[config.mk]
export PLATFORM = sky130hd
export DESIGN_NAME = async_serial_transmitter
export DESIGN_NICKNAME = d
export VERILOG_FILES = /design/src/shared/serial_tx_pkg.sv /design/src/baud_tick_gen.sv /design/src/async_serial_transmitter.sv
export SDC_FILE = /design/constraint.sdc
export NUM_CORES = 1
export LEC_CHECK = 0
export BUFFER_PORTS_ARGS = -buffer_cell sky130_fd_sc_hd__buf_2
export CORE_MARGIN = 5
export CORE_UTILIZATION = 51
export DETAILED_ROUTE_END_ITERATION = 16
export GPL_TIMING_DRIVEN = 0
export PLACE_DENSITY_LB_ADDON = 0.25
export SETUP_SLACK_MARGIN = 0.1
export SLEW_MARGIN = 20
export SYNTH_ARGS = -nofsm -noshare
export SYNTH_HDL_FRONTEND = slang
export SYNTH_SLANG_ARGS = --single-unit
[constraint.sdc]
create_clock -name clk_i -period 2.55 [get_ports clk_i]
set_input_delay 0.1275 -clock clk_i [delete_from_list [all_inputs] [get_ports clk_i]]
set_output_delay 0.1275 -clock clk_i [all_outputs]
set_load 0.02 [all_outputs]
[src/shared/serial_tx_pkg.sv]
`default_nettype none
package serial_tx_pkg;

  // Register byte offsets on the Wishbone slave; one aligned word per register.
  localparam logic [7:0] transmit_status_control_off = 8'h00;
  localparam logic [7:0] receive_status_control_off  = 8'h04;
  localparam logic [7:0] baud_control_off            = 8'h08;
  localparam logic [7:0] baud_divisor_off            = 8'h0C;
  localparam logic [7:0] transmit_buffer_off         = 8'h10;
  localparam logic [7:0] peripheral_flag_reg_off     = 8'h14;
  localparam logic [7:0] peripheral_enable_reg_off   = 8'h18;

  // Field positions in transmit_status_control.
  localparam int ninth_data_bit_pos       = 0;
  localparam int shift_register_empty_pos = 1;
  localparam int sync_select_pos          = 4;
  localparam int transmit_enable_pos      = 5;
  localparam int nine_bit_select_pos      = 6;
  // Field positions elsewhere.
  localparam int serial_port_enable_pos   = 7;
  localparam int polarity_select_pos      = 4;
  localparam int divisor_16_pos           = 3;
  localparam int transmit_buffer_empty_pos = 4;
  localparam int transmit_interrupt_enable_pos = 4;

  // Values after reset.
  localparam logic [15:0] baud_divisor_reset = 16'h0000;
  localparam logic [7:0]  control_reset      = 8'h00;

  // Stop bit count and the delay before the empty flag tracks a write.
  localparam logic [3:0] stop_bits         = 4'h1;
  localparam logic [1:0] flag_settle_cycles = 2'h2;

  // Transmitter states.
  typedef enum logic [2:0]
  {
    st_idle  = 3'b001,
    st_start = 3'b010,
    st_data  = 3'b100
  } tx_state_t;

endpackage
`default_nettype wire

[src/baud_tick_gen.sv]
`timescale 1ns/1ps
`default_nettype none
// Divides the system clock down to one tick per baud period.
module baud_tick_gen
(
  input  wire logic        clk_i,
  input  wire logic        rst_i,
  input  wire logic        run_i,
  input  wire logic        wide_i,
  input  wire logic [15:0] divisor_i,
  output logic             tick_o
);
  import serial_tx_pkg::*;

  typedef struct packed
  {
    logic [15:0] count;
  } gen_state_t;

  gen_state_t cur;
  gen_state_t next_cur;
  logic [15:0] limit;

  // Eight-bit mode ignores the high divisor byte, so a period is limit+1 clocks.
  always_comb
  begin
    limit    = wide_i ? divisor_i : {8'h00, divisor_i[7:0]};
    next_cur = cur;
    if (!run_i)
    begin
      next_cur.count = 16'h0000;
    end
    else if (cur.count >= limit)
    begin
      next_cur.count = 16'h0000;
    end
    else
    begin
      next_cur.count = cur.count + 16'h0001;
    end
  end

  // Synchronous reset keeps the divider quiet until configured.
  always_ff @(posedge clk_i)
  begin
    if (rst_i)
    begin
      cur <= '0;
    end
    else
    begin
      cur <= next_cur;
    end
  end

  // The tick is decoded from the count, not registered, so the first bit after a load
  // lasts the same limit+1 clocks as every later bit.
  assign tick_o = run_i & (cur.count >= limit);

endmodule // baud_tick_gen
`default_nettype wire

[src/async_serial_transmitter.sv]
// Contract
// - Idle mark, start space, data, stop mark.
// - Every bit lasts one baud period.
// - Data bits leave least significant first.
// - No hardware parity; ninth bit carries it.
// - Baud timing from 8/16-bit divider.
// - Runs only when enabled, async, port on.
// - Buffer write starts; empty shifter loads immediately.
// - Queued character loads right after stop.
// - Frame starts immediately after load.
// - Polarity bit inverts idle and data levels.
// - Buffer-empty flag set only while running with no character queued.
// - Buffer-empty flag valid second cycle after write.
// - Buffer-empty flag read-only, ignores its enable.
// - Shifter-empty set idle, clear while shifting.
// - Shifter-empty raises no interrupt; shifter hidden.
// - Nine-bit mode sends ninth bit last.
//
// Implementation choices: the placing of the registers and register access over Wishbone.
`timescale 1ns/1ps
`default_nettype none
module async_serial_transmitter
(
  input  wire logic        clk_i,
  input  wire logic        rst_i,
  input  wire logic        cyc_i,
  input  wire logic        stb_i,
  input  wire logic        we_i,
  input  wire logic [7:0]  adr_i,
  input  wire logic [3:0]  sel_i,
  input  wire logic [31:0] dat_i,
  output logic      [31:0] dat_o,
  output logic             ack_o,
  output logic             err_o,
  output logic             tx_o,
  output logic             tx_oe_o,
  output logic             tx_irq_o
);
  import serial_tx_pkg::*;

  typedef struct packed
  {
    logic [7:0]  tsc;          // transmit_status_control writable bits
    logic [7:0]  rsc;          // receive_status_control
    logic [7:0]  bcon;         // baud_control
    logic [15:0] divisor;      // baud_divisor
    logic        irq_en;       // transmit_interrupt_enable
    logic [8:0]  buffer;       // transmit_buffer with ninth bit
    logic        buf_full;
    logic [8:0]  shifter;      // transmit_shift_register
    logic [3:0]  bit_cnt;
    tx_state_t   state;
    logic        tbe_flag;     // transmit_buffer_empty_flag as seen by software
    logic [1:0]  settle;
    logic [31:0] rdata;
    logic        ack;
    logic        err;
    logic        line;
    logic        oe;
    logic        irq;
  } tx_reg_t;

  tx_reg_t cur;
  tx_reg_t next_cur;
  logic    tick;
  logic    run;
  logic    bus_req;
  logic    wr_buf;
  logic    sr_empty;
  logic    raw_empty;
  logic [3:0] char_bits;

  // Byte-lane write merge used by the control, baud and divisor registers.
  function automatic logic [7:0] merge_lane(input logic [7:0] old, input logic en,
                                            input logic [7:0] val);
    merge_lane = en ? val : old;
  endfunction

  // All three enables must agree before the transmitter may run.
  assign run = cur.tsc[transmit_enable_pos] & ~cur.tsc[sync_select_pos]
             & cur.rsc[serial_port_enable_pos];

  baud_tick_gen u_baud
  (
    .clk_i     (clk_i),
    .rst_i     (rst_i),
    .run_i     (run && cur.state != st_idle),
    .wide_i    (cur.bcon[divisor_16_pos]),
    .divisor_i (cur.divisor),
    .tick_o    (tick)
  );

  assign bus_req   = cyc_i & stb_i & ~cur.ack & ~cur.err;
  assign wr_buf    = bus_req & we_i & sel_i[0] & (adr_i == transmit_buffer_off);
  assign sr_empty  = (cur.state == st_idle);
  assign raw_empty = ~cur.buf_full;
  assign char_bits = cur.tsc[nine_bit_select_pos] ? 4'd9 : 4'd8;

  // One combinational pass computes the whole next state.
  always_comb
  begin
    next_cur     = cur;
    next_cur.ack = 1'b0;
    next_cur.err = 1'b0;

    // Wishbone decode; an unmapped offset is answered with err, a write to a read-only place is ignored.
    if (bus_req)
    begin
      next_cur.rdata = 32'h0000_0000;
      if (adr_i == transmit_status_control_off)
      begin
        if (we_i)
        begin
          // Shifter-empty is status; all eight bits are stored, but the read shows sr_empty in its place.
          next_cur.tsc = merge_lane(cur.tsc, sel_i[0], dat_i[7:0]);
        end
        next_cur.rdata[7:0] = cur.tsc;
        next_cur.rdata[shift_register_empty_pos] = sr_empty;
        next_cur.ack = 1'b1;
      end
      else if (adr_i == receive_status_control_off)
      begin
        if (we_i)
        begin
          next_cur.rsc = merge_lane(cur.rsc, sel_i[0], dat_i[7:0]);
        end
        next_cur.rdata[7:0] = cur.rsc;
        next_cur.ack = 1'b1;
      end
      else if (adr_i == baud_control_off)
      begin
        if (we_i)
        begin
          next_cur.bcon = merge_lane(cur.bcon, sel_i[0], dat_i[7:0]);
        end
        next_cur.rdata[7:0] = cur.bcon;
        next_cur.ack = 1'b1;
      end
      else if (adr_i == baud_divisor_off)
      begin
        if (we_i)
        begin
          next_cur.divisor[7:0]  = merge_lane(cur.divisor[7:0], sel_i[0], dat_i[7:0]);
          next_cur.divisor[15:8] = merge_lane(cur.divisor[15:8], sel_i[1], dat_i[15:8]);
        end
        next_cur.rdata[15:0] = cur.divisor;
        next_cur.ack = 1'b1;
      end
      else if (adr_i == transmit_buffer_off)
      begin
        // The buffer reads as zero; a write queues a character.
        next_cur.ack = 1'b1;
      end
      else if (adr_i == peripheral_flag_reg_off)
      begin
        // Flag is read-only; writes have no effect on it.
        next_cur.rdata[transmit_buffer_empty_pos] = cur.tbe_flag;
        next_cur.ack = 1'b1;
      end
      else if (adr_i == peripheral_enable_reg_off)
      begin
        if (we_i && sel_i[0])
        begin
          next_cur.irq_en = dat_i[transmit_interrupt_enable_pos];
        end
        next_cur.rdata[transmit_interrupt_enable_pos] = cur.irq_en;
        next_cur.ack = 1'b1;
      end
      else
      begin
        next_cur.err = 1'b1;
      end
    end

    // Accept a character; the ninth bit is taken from the control register now.
    if (wr_buf)
    begin
      next_cur.buffer   = {cur.tsc[ninth_data_bit_pos], dat_i[7:0]};
      next_cur.buf_full = 1'b1;
      next_cur.settle   = flag_settle_cycles;
    end

    // Transmit sequencer.
    case (cur.state)
      st_idle:
      begin
        next_cur.line = 1'b1;
        if (run && cur.buf_full)
        begin
          // Load at once when the shifter is empty.
          next_cur.shifter  = cur.buffer;
          next_cur.buf_full = wr_buf;
          next_cur.state    = st_start;
          next_cur.line     = 1'b0;
        end
      end
      st_start:
      begin
        if (tick)
        begin
          next_cur.line    = cur.shifter[0];
          next_cur.shifter = {1'b1, cur.shifter[8:1]};
          next_cur.bit_cnt = 4'd1;
          next_cur.state   = st_data;
        end
      end
      st_data:
      begin
        // Each bit stands exactly one tick interval.
        if (tick)
        begin
          if (cur.bit_cnt < char_bits)
          begin
            next_cur.line    = cur.shifter[0];
            next_cur.shifter = {1'b1, cur.shifter[8:1]};
            next_cur.bit_cnt = cur.bit_cnt + 4'd1;
          end
          else if (cur.bit_cnt == char_bits)
          begin
            next_cur.line    = 1'b1;
            next_cur.bit_cnt = cur.bit_cnt + stop_bits;
          end
          else if (cur.buf_full && run)
          begin
            // Back-to-back: next start bit follows the single stop bit.
            next_cur.shifter  = cur.buffer;
            next_cur.buf_full = wr_buf;
            next_cur.line     = 1'b0;
            next_cur.state    = st_start;
          end
          else
          begin
            next_cur.line  = 1'b1;
            next_cur.state = st_idle;
          end
        end
      end
      default:
      begin
        next_cur.state = st_idle;
      end
    endcase

    // Disabling the transmitter aborts the frame and flushes the queue.
    if (!run)
    begin
      next_cur.state    = st_idle;
      next_cur.line     = 1'b1;
      next_cur.buf_full = 1'b0;
    end

    // The software-visible flag lags a write by two cycles.
    if (cur.settle != 2'h0)
    begin
      next_cur.settle = cur.settle - 2'h1;
    end
    if (cur.settle == 2'h0 || cur.settle == 2'h1)
    begin
      next_cur.tbe_flag = run & ~next_cur.buf_full;
    end

    // The enable gates only the request, never the flag.
    next_cur.irq = cur.irq_en & next_cur.tbe_flag;
    next_cur.oe  = cur.rsc[serial_port_enable_pos];
  end

  // Synchronous reset puts every control field to its documented default.
  always_ff @(posedge clk_i)
  begin
    if (rst_i)
    begin
      cur          <= '0;
      cur.tsc      <= control_reset;
      cur.rsc      <= control_reset;
      cur.bcon     <= control_reset;
      cur.divisor  <= baud_divisor_reset;
      cur.state    <= st_idle;
      cur.line     <= 1'b1;
      cur.shifter  <= 9'h1FF;
    end
    else
    begin
      cur <= next_cur;
    end
  end

  // Inversion is applied at the registered pin only in asynchronous mode.
  always_ff @(posedge clk_i)
  begin
    if (rst_i)
    begin
      tx_o <= 1'b1;
    end
    else
    begin
      tx_o <= next_cur.line ^ (next_cur.bcon[polarity_select_pos]
              & ~next_cur.tsc[sync_select_pos]);
    end
  end

  assign dat_o    = cur.rdata;
  assign ack_o    = cur.ack;
  assign err_o    = cur.err;
  assign tx_oe_o  = cur.oe;
  assign tx_irq_o = cur.irq;

endmodule // async_serial_transmitter
`default_nettype wire

# Yosys cells after proc, flatten, opt, wreduce, memory -nomap -nowiden
# Cells that the tools add are included.
[op_classes]
n_addsub = 3
magnitude_cmp = 2
n_eq_ne = 19
n_mux = 68
bitwise_logic = 27
reduce_logical = 23
[op_table]
columns = ["operator", "count"]
rows = [
  ["$mux 8", 11],
  ["$mux 16", 4],
  ["$mux 38", 1],
  ["$mux 17", 2],
  ["$mux 33", 1],
  ["$mux 9", 3],
  ["$pmux 9 s3", 1],
  ["$mux 1", 25],
  ["$mux 25", 1],
  ["$eq 8x5->1 const B", 3],
  ["$mux 10", 2],
  ["$add 16x1->16 const B", 1],
  ["$eq 8x4->1 const B", 2],
  ["$ge 16x16->1", 1],
  ["$mux 5", 3],
  ["$not 1->1", 14],
  ["$reduce_and 7->1", 2],
  ["$mux 13", 1],
  ["$and 1x1->1", 12],
  ["$reduce_and 4->1", 3],
  ["$mux 11", 1],
  ["$reduce_and 5->1", 2],
  ["$mux 3", 3],
  ["$pmux 3 s3", 1],
  ["30 further kinds", 42],
]
[word_totals]
register_bits = 108
in_bits = 49
output_inout_bits = 37
word_cells = 165

# Longest topological paths before layout
[depth]
ltp_word = 17
depth_mapped = 11
depth_no_buf = 9

# Modules after synthesis
# Synthesis repeated with hierarchy kept, for this count alone.
[hier_totals]
cells_unflattened = 593
hier_area_um2 = 5392.7
[modules_own_cells]
columns = ["mod", "n_inst", "cells_each", "area_per_inst_um2", "seq_area_each_um2"]
rows = [
  ["async_serial_transmitter", 1, 462, 4325.4, 1821.7],
  ["baud_tick_gen", 1, 131, 1067.3, 320.3],
]

# Least setup slack after synthesis
# No wires, ideal clock.
[synth_timing]
path_type = "register to register"
from = "reg cur[86] in the netlist's numbering"
to = "reg cur[55] in the netlist's numbering"
setup_ps = 133
arrival_time_ps = 2291
t_required_ps = 2417
path_slack_ps = 126
stages_incl_launch_ff = 12
path_buffers = 2
synth_period_minus_slack_ps = 2424
cell_sequence = "dfxtp_1 -> clkbuf_1 -> nand2_1 -> ha_1 -> a21oi_1 -> nand2_1 -> a2111oi_2 -> o21ai_1 -> a31o_2 -> clkbuf_1 -> nor3_1 -> a21oi_1"
[synth_via]
elab_chain_cells = 5
elab_cells_between_ends = 6
classes_between = "order compare (1); eq/ne (2); mux (1); bitwise (1); reduce/logical (1)"
[synth_rtl]
columns = ["item", "line", "rtl"]
rows = [
  ["start, declared", "async_serial_transmitter.sv:63", "tx_reg_t cur;"],
  ["start signal, assigned", "async_serial_transmitter.sv:283", "cur <= next_cur;"],
  ["$mux 16 *", "baud_tick_gen.sv:27", "limit = wide_i ? divisor_i : {8'h00, divisor_i[7:0]};"],
  ["$ge 16x16->1 *", "baud_tick_gen.sv:58", "assign tick_o = run_i & (cur.count >= limit);"],
  ["$and 1x1->1 *", "baud_tick_gen.sv:58", ""],
  ["$ne 2x2->1 (no source line)", "-", ""],
  ["$reduce_and 4->1 (no source line) *", "-", ""],
]
# Every way passes the cells marked *; elsewhere a longest branch is shown, timed or not.
# A chain may end at the register's enable or synchronous reset.

# Final worst setup path
[layout_timing]
from = "reg cur[86] in the netlist's numbering"
to = "reg u_baud.cur[13] in the netlist's numbering"
[layout_via]
elab_chain_cells = 3
[layout_rtl]
columns = ["item", "line", "rtl"]
rows = [
  ["$mux 16", "baud_tick_gen.sv:27", ""],
  ["$ge 16x16->1", "baud_tick_gen.sv:33", "else if (cur.count >= limit)"],
  ["$reduce_or 3->1 (no source line)", "-", ""],
  ["end signal, assigned", "baud_tick_gen.sv:52", "cur <= next_cur;"],
  ["end, declared", "baud_tick_gen.sv:20", "gen_state_t cur;"],
]
# Every way passes these cells.

==> metrics.md <==
| Metric | Value |
|---|---|
| Commonest non-fill, non-tap cell in the layout | `dfxtp_1` |
| Largest net degree at the start of global routing | `18` |
| CTS tree | `done` |
| Post-Syn Area per Cell | `8.85 µm²` |
| Dominant cells by area after synthesis | `dfxtp_1 40%, mux2i_1 6.7%, nor2_1 5.9%, ha_1 5.1%, a21oi_1 4.7%` |
| Critical path fanouts, max | `10` |
| Hold EP | `cur[83]` |
| CP Class | `flop to flop` |
| Max-Cap Viols | `0` |
| Share of layout cells above drive strength 1 | `about 24%` |
| Status | `finished clean` |
| GRT Util Overall | `20.7%` |
| Tmin final | `2.44 ns` |
| Via count | `4645` |
| Vias per cell | `5.54` |
| Top cell type's share of synthesized area | `39.8%` |
| # IOs | `86` |
| Routed WL per cell | `16.2 µm` |
| Peak supply drop | `0.327 mV` |
| Fmax | `409 MHz` |
| Arr. time, crit path | `2.75 ns` |
| Slowest cell on the critical path | `a2111oi_4` |
| Die Ht | `113 µm` |
| Routed Antenna Nets | `0` |
| CTS Buffer Depth | `2` |
| Flop-to-flop setup slack | `between 0.1 and 0.15 ns` |
| # rows | `37` |
| Main flop type after synthesis | `dfxtp_1` |
| DP Area | `between 5000 and 6000 µm²` |
| Crit-path max cell delay | `between 0.3 and 0.4 ns` |
| Hold_sp | `dat_i[0]` |
| Layout Skew | `roughly 0.011 ns` |
| Total of warnings raised by yosys | `0` |
| Rel. slew slack | `37.1%` |
| Depth of the CTS H-tree | `3` |
| Initial antenna violation count | `0` |
| Min Hold Slack | `between 0.04 and 0.05 ns` |
| WP data required | `about 2.9 ns` |
| Post-route setup TNS | `0 ns` |
| Hold Fails Final Rpt | `0` |
| Worst hold stages | `3` |
| Routability cong. | `0.872` |
| Number of register bits inferred by synthesis | `107` |
| Sequential area share after synthesis | `approximately 40%` |
| CTS Buf Count | `9` |
| Mapped cell area | `~5400 µm²` |
| Die W | `113 µm` |
| Final instance area | `6460 µm²` |
| First-pass GRT wire length | `21.4 mm` |
| N_diodes | `0` |
| Detailed Route Iter0 Violations | `roughly 300` |
| Vias in the first global route | `between 4000 and 5000` |
| Syn Inst Count | `608` |
| Clk_lat worst skew | `0.38 ns` |
| Clock tree root driver cell | `clkbuf_8` |
| Slew Limit Fails | `0` |
| Initial Util | `52.1%` |
| DRT Wirelength | `between 10 and 15 mm` |
| Detailed placer's ending HPWL | `9.89 mm` |
| Async S/R FF share, synth | `0%` |
| Critical path capture point type | `flop` |
| DRT Pass-1 Iters | `5` |
| Final cycle utilization of the critical path | `about 96%` |
| Worst Reg-to-Reg Cells | `11` |
| CP Cell Sequence | `buf_8, buf_6, nand2_2, ha_4, a21oi_2, nor3_2, a2111oi_4, o21a_4, nand3_2, buf_2, nor2_1` |
| Netlist cell types | `60` |
| Die area | `12700 µm²` |
| Startpoint types | `flop` |
| Area Growth Syn to Fin | `20.1%` |
| Clock Sinks | `107` |
| Hold Path Class | `input pin to flop` |
| Nets@finish | `between 700 and 800` |
| FF-to-FF End | `u_baud.cur[13]` |
| Synth area leader | `dfxtp_1` |
| Gr ovfl total | `0` |
| Number of synthesized flops with an enable pin | `0` |
| Leak pwr | `about 2.7 nW` |
| RSZ-0062 raised after global routing | `true` |
| Core box area | `10300 µm²` |
| Worst-margin pin slew | `0.942 ns` |
| Reg2reg start | `cur[86]` |
| Residual DRC | `0` |
| # setup viols final | `0` |
| Power per cell area | `489 nW/µm²` |
| Commonest non-fill, non-tap cells in the layout | `106 x dfxtp_1, 83 x nor2_1, 58 x nand2_1, 52 x buf_2, 46 x a21oi_1` |
| # port buffers | `between 40 and 50` |
| Clock Pin Slew Worst Setup and Hold Paths | `0.10 ns` |
==> power breakdown <==
group          internal (mW)  total [mW]  leakage [nW]  switching, mW
Combinational         0.0787       0.213          1.73          0.134
Sequential              1.68        1.68         0.863        0.00601
Clock                  0.685        1.26         0.124          0.576
==> synth_stat cells, drive strengths merged, types with 4 or more instances <==
cell / count
ha: 22
a21oi: 50
nor2: 85
xor2: 8
inv: 13
xnor2: 6
a211oi: 7
nor2b: 6
and2: 4
nand3: 22
nand2: 63
mux2i: 36
dfxtp: 107
buf: 40
clkbuf: 23
nor3: 19
o21ai: 9
mux2: 8
nand4: 9
mux4: 8
and3: 9
a22oi: 16
==> flip-flops by register name, summed over array words and instances (netlist names) <==
signal / count
tx_oe_o: 1
tx_o: 1
tx_irq_o: 1
dat_o: 16
ack_o: 1
u_baud.cur: 16
cur: 70
err_o: 1
==> repair_timing <==
action | CTS | global route
gates resized for setup | 24 | 28
endpoints found under the setup margin | 37 | 29
buffers inserted | 3 | 4
endpoints found under the hold margin | 8 | 0
pin swaps | 7 | 13
hold buffers | 8 | 0
==> worst max-delay path: cells and delay by family, from the launching register on <==
kind	cells	cell delay [ns]
AND/OR/NAND/NOR	4	0.49
buffers and inverters	3	0.51
adder cells (fa/ha/maj)	1	0.23
AO/OA/AOI/OAI	3	0.78
flip-flops	1	0.36
==> worst max-delay path by stage <==
stage,start,endpoint,depth (start not counted)
6_report,cur[86],u_baud.cur[13],11
5_1_grt,cur[86],tx_o,11
4_1_cts,cur[86],tx_o,11
3_5_place_dp,cur[86],u_baud.cur[13],10
3_3_place_gp,cur[86],u_baud.cur[12],10
2_1_floorplan,cur[86],cur[55],11
==> through the flow <==
| step | total power, mW | utilization, % | cells | setup WS [ns] |
|---|---|---|---|---|
| after floorplan | 1.85 | - | 623 | 0.126 |
| after global placement | 1.91 | 56.7 | 808 | -0.396 |
| after detailed placement | 1.92 | 56.7 | 808 | -0.472 |
| after CTS | 3.17 | 61.3 | 835 | 0.105 |
| after global routing | 3.25 | 62.6 | 839 | -0.0462 |
| final | 3.16 | 62.6 | 839 | 0.106 |
==> kinds of logic after synthesis <==
logic type                 Yosys count  share of synthesized area, %
AOI/OAI and AO/OA                  100                          12.0
xor gates and xnor gates            14                          2.28
adders and majority gates           22                          5.12
buffers and inverters               76                          7.93
DFF                                107                          39.8
muxes                               52                          11.7
other                                1                        0.0697
and+or+nand+nor                    236                          21.1
==> cell type report <==
cell class                      count  area (µm²)
Fill cell                         864        3860
Multi-Input combinational cell    440        3070
Sequential cell                   107        2140
Buffer                             63         398
Timing Repair Buffer               64         385
Tap cell                          136         170
Clock buffer                       11         141
Clock inverter                      5         108
Inverter                           13        48.8
==> per-layer routing <==
metal	share of wire [%]	wire length, µm	GRT usage, %	vias to the layer above
met5	0	0	0	-
met4	2.1	281	7.61	0
li1	-	-	-	2265
met3	7.4	1010	2.99	26
met1	45	6090	28.6	2185
met2	46	6250	33.0	169
Note: power is estimated with default switching activity, not from simulation.
